--- src/include/gdm_pkg.sv ---
package gdm_pkg;

  // ----------------------------------------------------------------
  // Register offsets
  // ----------------------------------------------------------------
  localparam logic [7:0]  ADDR_X_DATA_MASK   = 8'hc0;
  localparam logic [7:0]  ADDR_X_DIRECTION   = 8'hc6;
  localparam logic [7:0]  ADDR_Y_LOW_ODE     = 8'he2;
  localparam logic [7:0]  ADDR_Y_LOW_ODS     = 8'he3;
  localparam logic [7:0]  ADDR_Y_HIGH_ODE    = 8'he4;
  localparam logic [7:0]  ADDR_Y_HIGH_ODS    = 8'he5;

  // ----------------------------------------------------------------
  // Field layout
  // ----------------------------------------------------------------
  localparam int          X_DATA_LSB         = 0;
  localparam int          X_MASK_LSB         = 8;
  localparam int          X_WIDTH            = 8;
  localparam int          Y_LOW_WIDTH        = 8;
  localparam int          Y_HIGH_WIDTH       = 4;

  // ----------------------------------------------------------------
  // Reset values
  // ----------------------------------------------------------------
  localparam logic [7:0]  RST_X_DATA         = 8'hfc;
  localparam logic [7:0]  RST_X_MASK         = 8'h00;
  localparam logic [7:0]  RST_X_DIRECTION    = 8'h00;
  localparam logic [7:0]  RST_Y_LOW_ODE      = 8'h00;
  localparam logic [7:0]  RST_Y_LOW_ODS      = 8'h00;
  localparam logic [3:0]  RST_Y_HIGH_ODE     = 4'h8;
  localparam logic [3:0]  RST_Y_HIGH_ODS     = 4'h0;

endpackage

--- src/rtl/gdm_gpio_drive.sv ---
`timescale 1ns/1ns
module gdm_gpio_drive #(
  parameter int X_W  = gdm_pkg::X_WIDTH,
  parameter int YL_W = gdm_pkg::Y_LOW_WIDTH,
  parameter int YH_W = gdm_pkg::Y_HIGH_WIDTH
) (
  input  wire logic               clk_sys,
  input  wire logic               rst_n,
  // Host register port
  input  wire logic [7:0]         reg_addr,
  input  wire logic [15:0]        reg_wdata,
  input  wire logic               reg_wr,
  input  wire logic               reg_rd,
  output logic      [15:0]        reg_rdata,
  output logic                    reg_rvalid,
  // X-side pins
  input  wire logic [X_W-1:0]     x_side_pins_in,
  output logic      [X_W-1:0]     x_side_pins_out,
  output logic      [X_W-1:0]     x_side_pins_oe,
  // Y-side pins
  input  wire logic [YL_W+YH_W-1:0] y_side_level,
  input  wire logic [YL_W+YH_W-1:0] y_side_drive_en,
  output logic      [YL_W+YH_W-1:0] y_side_pins_out,
  output logic      [YL_W+YH_W-1:0] y_side_pins_oe
);

  // ----------------------------------------------------------------
  // Configuration and data state
  // ----------------------------------------------------------------
  logic [X_W-1:0]   x_out;
  logic [X_W-1:0]   x_mask;
  logic [X_W-1:0]   x_port_direction;
  logic [YL_W-1:0]  y_low_open_drain_enable;
  logic [YL_W-1:0]  y_low_drive_source_select;
  logic [YH_W-1:0]  y_high_open_drain_enable;
  logic [YH_W-1:0]  y_high_drive_source_select;
  logic [15:0]      rdata;
  logic             rvalid;

  logic [X_W-1:0]   next_x_out;
  logic [X_W-1:0]   next_x_mask;
  logic [X_W-1:0]   next_x_port_direction;
  logic [YL_W-1:0]  next_y_low_open_drain_enable;
  logic [YL_W-1:0]  next_y_low_drive_source_select;
  logic [YH_W-1:0]  next_y_high_open_drain_enable;
  logic [YH_W-1:0]  next_y_high_drive_source_select;
  logic [15:0]      next_rdata;
  logic             next_rvalid;
  logic [X_W-1:0]   x_read_level;
  logic [X_W-1:0]   wr_mask;
  logic [X_W-1:0]   wr_data;

  // ----------------------------------------------------------------
  // Field decode
  // ----------------------------------------------------------------
  assign wr_mask = reg_wdata[gdm_pkg::X_MASK_LSB +: X_W];
  assign wr_data = reg_wdata[gdm_pkg::X_DATA_LSB +: X_W];
  // Output pins show their latch, input pins their live level
  assign x_read_level = (x_out & x_port_direction)
                      | (x_side_pins_in & ~x_port_direction);

  // ----------------------------------------------------------------
  // Register writes
  // ----------------------------------------------------------------
  always_comb
  begin
    next_x_out                      = x_out;
    next_x_mask                     = x_mask;
    next_x_port_direction           = x_port_direction;
    next_y_low_open_drain_enable    = y_low_open_drain_enable;
    next_y_low_drive_source_select  = y_low_drive_source_select;
    next_y_high_open_drain_enable   = y_high_open_drain_enable;
    next_y_high_drive_source_select = y_high_drive_source_select;
    if (reg_wr)
    begin
      case (reg_addr)
        gdm_pkg::ADDR_X_DATA_MASK:
        begin
          next_x_mask = wr_mask;
          // Only unmasked output pins take the new level
          next_x_out  = (x_out & ~(wr_mask & x_port_direction))
                      | (wr_data & wr_mask & x_port_direction);
        end
        gdm_pkg::ADDR_X_DIRECTION:
          next_x_port_direction = reg_wdata[X_W-1:0];
        gdm_pkg::ADDR_Y_LOW_ODE:
          next_y_low_open_drain_enable = reg_wdata[YL_W-1:0];
        gdm_pkg::ADDR_Y_LOW_ODS:
          next_y_low_drive_source_select = reg_wdata[YL_W-1:0];
        gdm_pkg::ADDR_Y_HIGH_ODE:
          next_y_high_open_drain_enable = reg_wdata[YH_W-1:0];
        gdm_pkg::ADDR_Y_HIGH_ODS:
          next_y_high_drive_source_select = reg_wdata[YH_W-1:0];
        default:
        begin
          // Unmapped offsets are ignored
        end
      endcase
    end
  end

  always_ff @(posedge clk_sys)
  begin
    if (!rst_n)
    begin
      x_out                      <= gdm_pkg::RST_X_DATA;
      x_mask                     <= gdm_pkg::RST_X_MASK;
      x_port_direction           <= gdm_pkg::RST_X_DIRECTION;
      y_low_open_drain_enable    <= gdm_pkg::RST_Y_LOW_ODE;
      y_low_drive_source_select  <= gdm_pkg::RST_Y_LOW_ODS;
      y_high_open_drain_enable   <= gdm_pkg::RST_Y_HIGH_ODE;
      y_high_drive_source_select <= gdm_pkg::RST_Y_HIGH_ODS;
    end
    else
    begin
      x_out                      <= next_x_out;
      x_mask                     <= next_x_mask;
      x_port_direction           <= next_x_port_direction;
      y_low_open_drain_enable    <= next_y_low_open_drain_enable;
      y_low_drive_source_select  <= next_y_low_drive_source_select;
      y_high_open_drain_enable   <= next_y_high_open_drain_enable;
      y_high_drive_source_select <= next_y_high_drive_source_select;
    end
  end

  // ----------------------------------------------------------------
  // Register reads
  // ----------------------------------------------------------------
  // Same-cycle write and read returns the old contents
  always_comb
  begin
    next_rdata  = rdata;
    next_rvalid = 1'b0;
    if (reg_rd)
    begin
      next_rvalid = 1'b1;
      case (reg_addr)
        gdm_pkg::ADDR_X_DATA_MASK:
          next_rdata = {x_mask, x_read_level};
        gdm_pkg::ADDR_X_DIRECTION:
          next_rdata = {8'h00, x_port_direction};
        gdm_pkg::ADDR_Y_LOW_ODE:
          next_rdata = {8'h00, y_low_open_drain_enable};
        gdm_pkg::ADDR_Y_LOW_ODS:
          next_rdata = {8'h00, y_low_drive_source_select};
        gdm_pkg::ADDR_Y_HIGH_ODE:
          next_rdata = {12'h000, y_high_open_drain_enable};
        gdm_pkg::ADDR_Y_HIGH_ODS:
          next_rdata = {12'h000, y_high_drive_source_select};
        default:
          next_rdata = 16'h0000;
      endcase
    end
  end

  always_ff @(posedge clk_sys)
  begin
    if (!rst_n)
    begin
      rdata  <= 16'h0000;
      rvalid <= 1'b0;
    end
    else
    begin
      rdata  <= next_rdata;
      rvalid <= next_rvalid;
    end
  end

  assign reg_rdata       = rdata;
  assign reg_rvalid      = rvalid;
  // X side is always push-pull here; its drive mode lives elsewhere
  assign x_side_pins_out = x_out;
  assign x_side_pins_oe  = x_port_direction;

  // ----------------------------------------------------------------
  // Y-side output driver stage
  // ----------------------------------------------------------------
  logic [YL_W+YH_W-1:0] ode_all;
  logic [YL_W+YH_W-1:0] ods_all;
  assign ode_all = {y_high_open_drain_enable, y_low_open_drain_enable};
  assign ods_all = {y_high_drive_source_select, y_low_drive_source_select};

  generate
    for (genvar i = 0; i < YL_W + YH_W; i++)
    begin : g_ydrv
      // Open-drain releases the pin instead of driving the opposite rail
      always_comb
      begin
        if (!ode_all[i])
        begin
          y_side_pins_out[i] = y_side_level[i];
          y_side_pins_oe[i]  = y_side_drive_en[i];
        end
        else if (!ods_all[i])
        begin
          y_side_pins_out[i] = 1'b0;
          y_side_pins_oe[i]  = y_side_drive_en[i] & ~y_side_level[i];
        end
        else
        begin
          y_side_pins_out[i] = 1'b1;
          y_side_pins_oe[i]  = y_side_drive_en[i] & y_side_level[i];
        end
      end
    end
  endgenerate

endmodule

--- config.mk ---
export PLATFORM = sky130hd
export DESIGN_NAME = gdm_gpio_drive
export DESIGN_NICKNAME = d
export VERILOG_FILES = /design/src/include/gdm_pkg.sv /design/src/rtl/gdm_gpio_drive.sv
export SDC_FILE = /design/constraint.sdc
export NUM_CORES = 1
export LEC_CHECK = 0
export ABC_AREA = 1
export BUFFER_PORTS_ARGS = -buffer_cell sky130_fd_sc_hd__buf_2
export CORE_UTILIZATION = 52
export CTS_BUF_LIST = sky130_fd_sc_hd__clkbuf_8
export DETAILED_ROUTE_END_ITERATION = 8
export PLACE_DENSITY_LB_ADDON = 0.25
export SYNTH_ARGS = -nofsm -noshare
export SYNTH_HDL_FRONTEND = slang
export SYNTH_SLANG_ARGS = --single-unit
--- constraint.sdc ---
create_clock -name clk_sys -period 1.4 [get_ports clk_sys]
set_input_delay 0.28 -clock clk_sys [delete_from_list [all_inputs] [get_ports clk_sys]]
set_output_delay 0.28 -clock clk_sys [all_outputs]
set_load 0.005 [all_outputs]
==> results.py, run 1 <==
metrics = {
    "floorplanning": {
        "dieWidth_um": 82.4,
        "boundaryPins": 117,
        "initial_core_util_pct": 55.4,
        "die_h_um": 82.4,
        "dieArea_mm2": 0.00679,
        "rows": 28,
        "core-area_mm2": 0.00606,
    },
    "timing": {
        "finalSetupViolCount": 0,
        "tightest_slew_ns": 0.313,
        "fin_crit_sh_pct": 99.3,
        "skew_ns": 0.00625,
        "fmax_mhz": 719,
        "hold_violations": 0,
        "final_max_slew_viol_count": 0,
        "fin_crit_ns": 1.39,
        "rsz0062_at_grt": "true",
        "slew_headroom_pct": 79.1,
        "finalSetupTns_ns": 0,
    },
    "finish": {
        "area_growth_pct": 30.0,
        "n_antenna_cell": 0,
        "multi_input_comb_area_mm2": 0.00176,
        "fin_nets": 664,
        "nFillCells": 506,
        "register_area_mm2": 0.00132,
        "layout-drive-gt1-share_pct": 33.2,
        "stdcell_area_mm2": 0.00437,
    },
    "pwr": {
        "p_per_area_mw_per_mm2": 946,
        "power_leakage_nw": 2.04,
        "ir_worst_vdd_mv": 0.689,
    },
    "flow_run": {
        "drv_cap": 0,
    },
    "setup_path": {
        "cp.arrival_ns": 1.11,
        "endpoint_kind": "output pin",
        "crit_path_top_delay_cell": "dfxtp_4",
        "critPathMaxFanout": 3,
        "worst-setup-path-type": "flop to output pin",
        "cp_slowest_stage_delay_ns": 0.36,
        "startpoint_type": "flop",
        "crit_required_ns": 1.12,
        "worstPathCellList": "xnor2_2, o21ai_1, inv_1, buf_2",
    },
    "routing": {
        "drcViolationCount": 0,
        "drt_pass1_iterations": 5,
        "antenna_left": 0,
        "vias": 3628,
        "routed_wl_um": 9050,
        "drt_iter0_markers": 243,
        "wire_per_inst_um": 13.2,
        "viasPerCell": 5.30,
    },
    "synthesis": {
        "yosys.area.top_type_share_pct": 38.7,
        "synth_cell_types": 23,
        "synth_area_leaders": "dfxtp_1 39%, nand2_1 11%, o21ai_0 10%",
        "ys_ff_latch": 65,
        "ys_warn_count": 0,
        "syn_avg_cell_area_um2": 7.04,
        "synth_top_cell_by_area": "dfxtp_1",
        "synth_cells": 477,
        "ys_seq_area_share_pct": 38.7,
        "synth_area_mm2": 0.00336,
        "syn_nets": 537,
    },
    "place": {
        "place.gp.congestion": 0.921,
        "hpwl_um": 6620,
        "portBuffers": 116,
        "placed_area_mm2": 0.00408,
    },
    "cts": {
        "insertion_delay_ns": 0.34,
        "ctsLongestPathBuffers": 2,
        "cts.sinks": 65,
        "postCtsHoldBufs": 0,
        "clockRootBuffer": "clkbuf_8",
        "clkTransAtPathRegs_ns": 0.08,
        "cts_inserted_buffers": 9,
        "cts_tree": "yes",
        "htreeDepth": 3,
    },
    "grt": {
        "antenna_found_initial": 0,
        "grt_start_max_net_pins": 34,
        "grt_pass1_vias": 3185,
        "grtUsageTotal_pct": 27.7,
        "gr-total-overflow": 0,
        "grt_pass1_wl_um": 14100,
    },
    "status": {
        "status": "finished clean",
    },
    "min_path": {
        "worst_hold_path_type": "primary input to flop",
    },
}
[critical path, delay by kind of cell (launching register included)]
family,cells,cell delay (ns)
flip-flops,1,0.36
XOR/XNOR,1,0.12
buffers and inverters,2,0.16
AO/OA/AOI/OAI,1,0.13
[logic make-up (layout without fill, tap and decap cells)]
logic type | after synthesis | count (layout) | synth area share (%)
AO/OA/AOI/OAI | 130 | 130 | 20.5
XOR/XNOR | 12 | 12 | 3.13
buffers and inverters | 75 | 207 | 9.46
flip-flops | 65 | 65 | 38.7
AND/OR/NAND/NOR | 195 | 195 | 28.2
[flip-flops by register name (all words and copies together) (netlist names)]
| register | count |
|---|---|
| x_mask | 8 |
| x_side_pins_out | 8 |
| y_high_drive_source_select | 4 |
| y_low_open_drain_enable | 8 |
| y_low_drive_source_select | 8 |
| reg_rvalid | 1 |
| y_high_open_drain_enable | 4 |
| reg_rdata | 16 |
| x_side_pins_oe | 8 |
[synthesized netlist by cell type, drive strengths merged]
master and number:
a21oi 58, buf 9, clkbuf 10, dfxtp 65, inv 56, nand2 109
nand3 51, nand3b 4, nand4 6, nor2 25, o21ai 72, xnor2 12
[per-layer routing]
layer / vias up / share of wire, % / global-route usage, %
li1: 1825 / - / -
met1: 1639 / 42 / 32.8
met2: 148 / 50 / 49.5
met3: 16 / 6.7 / 4.95
met4: 0 / 1.6 / 10.5
met5: - / 0 / 0
[path summary, 6_finish.rpt]
kind	slack, ns	depth (start not counted)	startpoint	endpoint
max	0.009	4	y_low_drive_source_select[6]$_SDFFE_PN0P_	y_side_pins_oe[6]
min reg2reg	0.47	2	x_mask[3]$_SDFFE_PN0P_	reg_rdata[11]$_SDFFE_PN0P_
max reg2reg	0.36	7	x_side_pins_oe[1]$_SDFFE_PN0P_	reg_rdata[1]$_SDFFE_PN0P_
min	0.21	3	reg_wdata[9]	x_mask[1]$_SDFFE_PN0P_
[per-stage QoR]
step	utilization, %	setup slack, ns	power, mW	hold slack [ns]	std cells
floorplan	-	0.177	2.13	0.404	477
global placement	67.3	-0.0106	2.35	0.451	664
detailed placement	67.3	-0.0633	2.36	0.453	664
CTS	71.1	-0.000988	4.13	0.203	680
global route	72.0	-0.0846	4.29	0.203	684
finish	72.0	0.00939	4.13	0.211	684
[report_power, final]
part	total [mW]	switching, mW	leakage, nW	internal [mW]
combinational	0.440	0.247	1.40	0.193
sequential	1.88	0.0129	0.534	1.87
clock	1.81	0.789	0.106	1.02
total	4.13	1.05	2.04	3.08
[cell type report]
cell class                 count  area share [%]
clock buffer                   9            2.84
sequential                    65            30.3
multi-input combinational    337            40.2
timing repair buffer         135            17.4
inverter                      56            4.81
tap                           75            2.15
clock inverter                 7            2.32
[timing repair]
action                     in CTS  in global routing
pin swaps                       0                  7
buffers inserted                0                  4
setup endpoints to repair      10                 19
gates resized for setup        11                 24
[placed cells by master, fill, tap and decap left out, types with 16 or more instances in the layout]
| master | Yosys | layout |
|---|---|---|
| o21ai_0 | 70 | 53 |
| buf_2 | 5 | 116 |
| buf_4 | 2 | 16 |
| nand2_1 | 101 | 101 |
| a21oi_1 | 48 | 48 |
| o21ai_1 | 2 | 19 |
| nand3_1 | 48 | 48 |
| inv_1 | 50 | 48 |
| dfxtp_1 | 65 | 53 |
| nor2_1 | 17 | 17 |
Note: power is estimated with default switching activity, not from simulation.
==> run 2: changes to the inputs <==
--- a/config.mk
+++ b/config.mk
@@ -5,9 +5,8 @@
 export SDC_FILE = /design/constraint.sdc
 export NUM_CORES = 1
 export LEC_CHECK = 0
-export ABC_AREA = 1
 export BUFFER_PORTS_ARGS = -buffer_cell sky130_fd_sc_hd__buf_2
-export CORE_UTILIZATION = 52
+export CORE_UTILIZATION = 47
 export CTS_BUF_LIST = sky130_fd_sc_hd__clkbuf_8
 export DETAILED_ROUTE_END_ITERATION = 8
 export PLACE_DENSITY_LB_ADDON = 0.25
==> constraint.sdc (replaced) <==
create_clock -name clk_sys -period 1.2 [get_ports clk_sys]
set_input_delay 0.24 -clock clk_sys [delete_from_list [all_inputs] [get_ports clk_sys]]
set_output_delay 0.24 -clock clk_sys [all_outputs]
set_load 0.005 [all_outputs]
==> run 2 against run 1 <==
  * The run now ends with negative setup slack left
  * Routed wire length grew 6.3%
  * Critical endpoint is now y_side_pins_out[6]
  * Global-route usage shrank 2.6 points
  * Cell area grew 13%
  * Sequential cell count is the same
  * Combinational power grew 32%
  * Die area grew 13%
  * Non-clock buffer count grew 37
  * Sequential power grew 15%
  * First-iteration DRC count shrank 52%
==> results.py, run 2 <==
metrics = {
    "setup_path": {
        "cp.depth": 2,
        "crit_path_top_delay_cell": "dfxtp_2",
        "critPathBufInv": 1,
        "critPathLaunch": "y_low_open_drain_enable[6]$_SDFFE_PN0P_",
        "endpoint_kind": "output pin",
        "cp.arrival_ns": 1.11,
        "worst-setup-path-type": "flop to output pin",
        "critPathMaxFanout": 2,
        "r2r-end": "reg_rdata[3]$_SDFFE_PN0P_",
        "rr_startpoint": "x_side_pins_oe[3]$_SDFFE_PN0P_",
        "startpoint_type": "flop",
        "crit_required_ns": 0.96,
        "cp_slowest_stage_delay_ns": 0.35,
        "cp_top_family": "flip-flops",
        "worstPathCellList": "mux2_4, buf_6",
        "rr_worst_depth": 4,
        "reg2reg_slack_ns": -0.05,
    },
    "grt": {
        "grt_pass1_wl_um": 14800,
        "grtUsageTotal_pct": 25.1,
        "gr-total-overflow": 0,
        "grt_start_max_net_pins": 45,
        "antenna_found_initial": 0,
        "grt_pass1_vias": 3187,
    },
    "routing": {
        "drt_iter0_markers": 116,
        "antenna_left": 0,
        "viasPerCell": 5.37,
        "routed_wl_um": 9620,
        "drcViolationCount": 0,
        "vias": 3314,
        "wire_per_inst_um": 15.6,
        "drt_pass1_iterations": 5,
    },
    "timing": {
        "slew_headroom_pct": 76.1,
        "fin_crit_sh_pct": 112,
        "skew_ns": 0.00494,
        "rsz0062_at_grt": "true",
        "finalSetupViolCount": 26,
        "finalSetupTns_ns": -2.84,
        "tightest_slew_ns": 0.354,
        "hold_violations": 0,
        "final_max_slew_viol_count": 0,
        "fmax_mhz": 741,
        "setup_slack_ns": -0.149,
        "fin_crit_ns": 1.35,
    },
    "place": {
        "hpwl_um": 6640,
        "post-place-ws_ns": -0.355,
        "place.gp.congestion": 0.802,
        "portBuffers": 116,
    },
    "finish": {
        "multi_input_comb_area_mm2": 0.00218,
        "final_common_cell": "buf_2",
        "layout-drive-gt1-share_pct": 49.8,
        "final_cell_mix": "103 x buf_2, 48 x buf_4, 42 x nor2b_1, 42 x mux2i_1, 38 x dfxtp_1",
        "register_area_mm2": 0.00134,
        "area_growth_pct": 43.4,
        "largest_reg_flops": 16,
        "nFillCells": 522,
        "fin_nets": 575,
    },
    "cts": {
        "clockRootBuffer": "clkbuf_8",
        "cts_inserted_buffers": 9,
        "insertion_delay_ns": 0.34,
        "cts_tree": "yes",
        "postCtsHoldBufs": 0,
        "ctsLongestPathBuffers": 2,
        "cts.sinks": 65,
        "clkTransAtPathRegs_ns": 0.07,
        "htreeDepth": 3,
    },
    "synthesis": {
        "synth_area_mm2": 0.00345,
        "synth_cells": 358,
        "synth_cell_types": 50,
        "ys.flop_type": "dfxtp_1",
        "synth_area_leaders": "dfxtp_1 38%, mux2i_1 12%, nor2b_1 7.6%",
        "synth_edf_count": 0,
        "ys_seq_area_share_pct": 37.7,
        "synth.most_common_cell": "dfxtp_1",
        "yosys.area.top_type_share_pct": 37.7,
        "ys_ff_latch": 65,
        "syn_avg_cell_area_um2": 9.65,
        "synth_top_cell_by_area": "dfxtp_1",
        "ys_warn_count": 0,
        "synth_common_cells": "65 x dfxtp_1, 42 x mux2i_1, 42 x nor2b_1, 21 x nand3_1, 20 x a21boi_0",
        "ys_async_sr_fraction_pct": 0,
        "syn_nets": 418,
    },
    "status": {
        "status": "finished with violations",
        "violations": "negative setup slack",
    },
    "pwr": {
        "power_leakage_nw": 2.28,
        "p_per_area_mw_per_mm2": 873,
        "ir_worst_vdd_mv": 0.578,
    },
    "floorplanning": {
        "dieArea_mm2": 0.00769,
        "die_h_um": 87.7,
        "core-area_mm2": 0.00694,
        "dieWidth_um": 87.7,
        "boundaryPins": 117,
        "initial_core_util_pct": 49.7,
        "rows": 30,
    },
    "min_path": {
        "worst_hold_path_type": "primary input to flop",
        "hold_path_depth": 3,
        "hp-start": "reg_wdata[12]",
        "min_to": "x_mask[4]$_SDFFE_PN0P_",
    },
    "flow_run": {
        "drv_cap": 0,
    },
}
-- run 2: cell count changes after synthesis, moves of 15 or more --
cell	previous run	this run
mux2i_1	0	42
a21boi_0	0	20
mux2_2	0	17
o21ai_0	70	13
nand3_1	48	21
a21oi_1	48	2
inv_1	50	1
nor2_1	17	2
nand2_1	101	16
nor2b_1	0	42
-- run 2: per-stage QoR --
step	power (mW)	util, %	hold WS [ns]	cells	cell area, um2
final	4.32	71.3	0.177	617	4950
after global routing	4.49	71.3	0.179	616	4950
after CTS	4.33	70.3	0.169	615	4880
after global placement	2.73	63.5	0.450	578	4410
after floorplan	2.49	-	0.365	358	3580
after detailed placement	2.74	63.5	0.455	578	4410
-- run 2: how the worst max path moves through the flow --
stage	endpoint	slack, ns
2_1_floorplan	x_mask[0]$_SDFFE_PN0P_	-0.15
3_3_place_gp	reg_rdata[0]$_SDFFE_PN0P_	-0.31
3_5_place_dp	reg_rdata[0]$_SDFFE_PN0P_	-0.35
4_1_cts	y_side_pins_out[8]	-0.15
5_1_grt	y_side_pins_out[7]	-0.19
6_report	y_side_pins_out[6]	-0.15
-- run 2: cell families after synthesis --
family	share of synthesized area (%)
AOI/OAI and AO/OA	14.0
xor gates and xnor gates	3.04
buffers and inverters	3.95
DFF	37.7
muxes	17.7
and+or+nand+nor	23.6
-- run 2: final cells by class --
cell class | count | share of cell area, %
Sequential cell | 65 | 27.1
Clock buffer | 9 | 2.50
Antenna cell | 1 | 0.0505
Clock inverter | 7 | 0.783
Inverter | 1 | 0.0758
Tap cell | 96 | 2.42
Timing Repair Buffer | 172 | 23.1
Multi-Input combinational cell | 266 | 44.0
-- run 2: report_power, final --
| group | internal (mW) | total [mW] | switching (mW) |
|---|---|---|---|
| Combinational | 0.302 | 0.579 | 0.277 |
| Sequential | 2.16 | 2.17 | 0.00751 |
| Clock | 0.726 | 1.57 | 0.848 |
-- run 2: routing by layer --
metal | up-vias | GRT usage [%] | wire length, um | part of all wire [%]
met1 | 1596 | 30.6 | 4290 | 45
li1 | 1602 | - | - | -
met5 | - | 0 | 0 | 0
met4 | 0 | 11.2 | 114 | 1.2
met2 | 106 | 42.1 | 4720 | 49
met3 | 10 | 5.84 | 495 | 5.1
-- run 2: what timing repair did --
action | 4_1_cts | 5_1_grt
buffers inserted | 21 | 0
gates resized for setup | 63 | 18
pin swaps | 22 | 8
setup endpoints to repair | 26 | 39
gates cloned | 0 | 1
-- run 2: worst min-delay path: stages --
cell and delay (ns):
buf_2 0.09, mux2i_1 0.06, nor2b_1 0.10
==> run 3: changes to the inputs <==
--- a/config.mk
+++ b/config.mk
@@ -5,11 +5,13 @@
 export SDC_FILE = /design/constraint.sdc
 export NUM_CORES = 1
 export LEC_CHECK = 0
+export ABC_AREA = 1
 export BUFFER_PORTS_ARGS = -buffer_cell sky130_fd_sc_hd__buf_2
 export CORE_UTILIZATION = 47
 export CTS_BUF_LIST = sky130_fd_sc_hd__clkbuf_8
 export DETAILED_ROUTE_END_ITERATION = 8
 export PLACE_DENSITY_LB_ADDON = 0.25
+export SKIP_CTS_REPAIR_TIMING = 1
 export SYNTH_ARGS = -nofsm -noshare
 export SYNTH_HDL_FRONTEND = slang
 export SYNTH_SLANG_ARGS = --single-unit
==> run 3 against run 2 <==
  * The run still ends with negative setup slack left
  * Routed wire length is 0.18% lower
  * Worst hold slack worse by 0.010 ns
  * Sequential cell count unchanged
  * Cell area fell by 5.3%
  * Global-route usage is 0.53 points higher
  * Clock-buffer cell count increased by 1
  * Die area decreased by 2.6%
  * Combinational power shrank 7.8%
  * Utilization shrank 2.7 points
  * Highest routed layer unchanged
==> results.py, run 3 (same netlist as run 1, synthesis figures left out) <==
metrics = {
    "status": {
        "status": "finished with violations",
        "violations": "negative setup slack",
    },
    "min_path": {
        "hp-start": "reg_wdata[9]",
        "hold_path_depth": 3,
        "worst_hold_path_type": "primary input to flop",
        "min_to": "x_mask[1]$_SDFFE_PN0P_",
    },
    "finish": {
        "utilization_pct": 68.6,
        "largest_reg_flops": 16,
        "final_cell_mix": "116 x buf_2, 99 x nand2_1, 48 x nand3_1, 48 x a21oi_1, 46 x o21ai_0",
        "fin_nets": 688,
        "layout-drive-gt1-share_pct": 41.1,
        "multi_input_comb_area_mm2": 0.00176,
        "nFillCells": 624,
        "area_growth_pct": 39.6,
        "final_common_cell": "buf_2",
        "n_antenna_cell": 0,
        "stdcell_count": 729,
        "register_area_mm2": 0.00135,
    },
    "flow_run": {
        "drv_cap": 0,
    },
    "pwr": {
        "power_leakage_nw": 2.21,
        "p_per_area_mw_per_mm2": 1120,
        "ir_worst_vdd_mv": 0.897,
        "power_mw": 5.27,
    },
    "timing": {
        "fin_crit_ns": 1.36,
        "finalSetupTns_ns": -1.64,
        "hold_violations": 0,
        "fin_crit_sh_pct": 113,
        "whs_ns": 0.167,
        "tightest_slew_ns": 0.278,
        "final_max_slew_viol_count": 0,
        "slew_headroom_pct": 81.5,
        "skew_ns": 0.00713,
        "setup_slack_ns": -0.160,
        "fmax_mhz": 735,
        "rsz0062_at_grt": "true",
        "finalSetupViolCount": 19,
    },
    "place": {
        "place.gp.congestion": 0.925,
        "hpwl_um": 7000,
        "portBuffers": 116,
        "dp_cells": 698,
    },
    "routing": {
        "viasPerCell": 5.17,
        "vias": 3771,
        "antenna_left": 0,
        "drcViolationCount": 0,
        "drt_pass1_iterations": 5,
        "drt_iter0_markers": 178,
        "routed_wl_um": 9610,
        "wire_per_inst_um": 13.2,
    },
    "floorplanning": {
        "initial_core_util_pct": 49.2,
        "core-area_mm2": 0.00683,
        "die_h_um": 86.5,
        "dieArea_mm2": 0.00749,
        "dieWidth_um": 86.5,
        "rows": 30,
        "boundaryPins": 117,
    },
    "setup_path": {
        "endpoint_kind": "output pin",
        "startpoint_type": "flop",
        "rr_worst_depth": 7,
        "critPathMaxFanout": 3,
        "rr_startpoint": "x_side_pins_oe[3]$_SDFFE_PN0P_",
        "crit_required_ns": 0.96,
        "reg2reg_slack_ns": 0.19,
        "cp.arrival_ns": 1.12,
        "r2r-end": "reg_rdata[3]$_SDFFE_PN0P_",
        "worst-setup-path-type": "flop to output pin",
    },
    "cts": {
        "clkTransAtPathRegs_ns": 0.08,
        "insertion_delay_ns": 0.34,
        "clockRootBuffer": "clkbuf_8",
        "cts.sinks": 65,
        "htreeDepth": 3,
        "ctsLongestPathBuffers": 2,
        "cts_inserted_buffers": 9,
        "cts_tree": "yes",
    },
    "grt": {
        "grtUsageTotal_pct": 25.6,
        "grt_pass1_vias": 3276,
        "gr-total-overflow": 0,
        "antenna_found_initial": 0,
        "grt_pass1_wl_um": 15000,
        "grt_start_max_net_pins": 34,
    },
}
[run 3: cell count changes in the layout (fill, tap and decap cells not counted), sizes merged, moves of 23 or more]
cell and delta:
nand2 +93, o21ai +59, a21oi +56, inv +55, mux2i -42, nor2b -42, nand3 +28, nor2 +23
[run 3: routing by layer]
metal	routed length, um	vias up	track usage, %
li1	-	1875	-
met1	3950	1743	31.2
met2	4970	141	47.0
met3	588	12	4.19
met4	104	0	6.36
met5	0	-	0
[run 3: area by class of cell]
cell class	count	area share [%]
Timing Repair Buffer	159	20.9
Sequential cell	65	28.7
Clock buffer	10	2.93
Multi-Input combinational cell	337	37.5
Inverter	56	4.48
Clock inverter	6	2.93
Tap cell	96	2.56
[run 3: worst max-delay path by stage]
| stage | slack (ns) | startpoint | to |
|---|---|---|---|
| 2_1_floorplan | 0.02 | reg_addr[4] | x_side_pins_out[3]$_SDFFE_PN1P_ |
| 3_3_place_gp | -0.17 | reg_addr[4] | reg_rdata[5]$_SDFFE_PN0P_ |
| 5_1_grt | -0.22 | y_low_drive_source_select[5]$_SDFFE_PN0P_ | y_side_pins_oe[5] |
| 6_report | -0.16 | y_high_drive_source_select[2]$_SDFFE_PN0P_ | y_side_pins_oe[10] |
| 3_5_place_dp | -0.22 | reg_addr[4] | reg_rdata[6]$_SDFFE_PN0P_ |
| 4_1_cts | -0.20 | y_low_drive_source_select[6]$_SDFFE_PN0P_ | y_side_pins_oe[6] |
[run 3: worst max-delay path, stage by stage (launching register included)]
cell and delay (ns):
dfxtp_4 0.36, xnor2_2 0.13, o21ai_1 0.13, inv_1 0.04
buf_2 0.11
[run 3: power by group]
| group | total, mW | switching, mW | internal [mW] |
|---|---|---|---|
| clock network | 2.55 | 0.892 | 1.66 |
| registers | 2.19 | 0.0173 | 2.17 |
| logic | 0.534 | 0.294 | 0.240 |
| total | 5.27 | 1.20 | 4.07 |
[run 3: stage by stage]
stage / setup WS (ns) / instance area [um2]
global route: -0.224 / 4690
global placement: -0.171 / 4240
detailed placement: -0.218 / 4240
CTS: -0.198 / 4510
floorplan: 0.0166 / 3360
finish: -0.160 / 4690
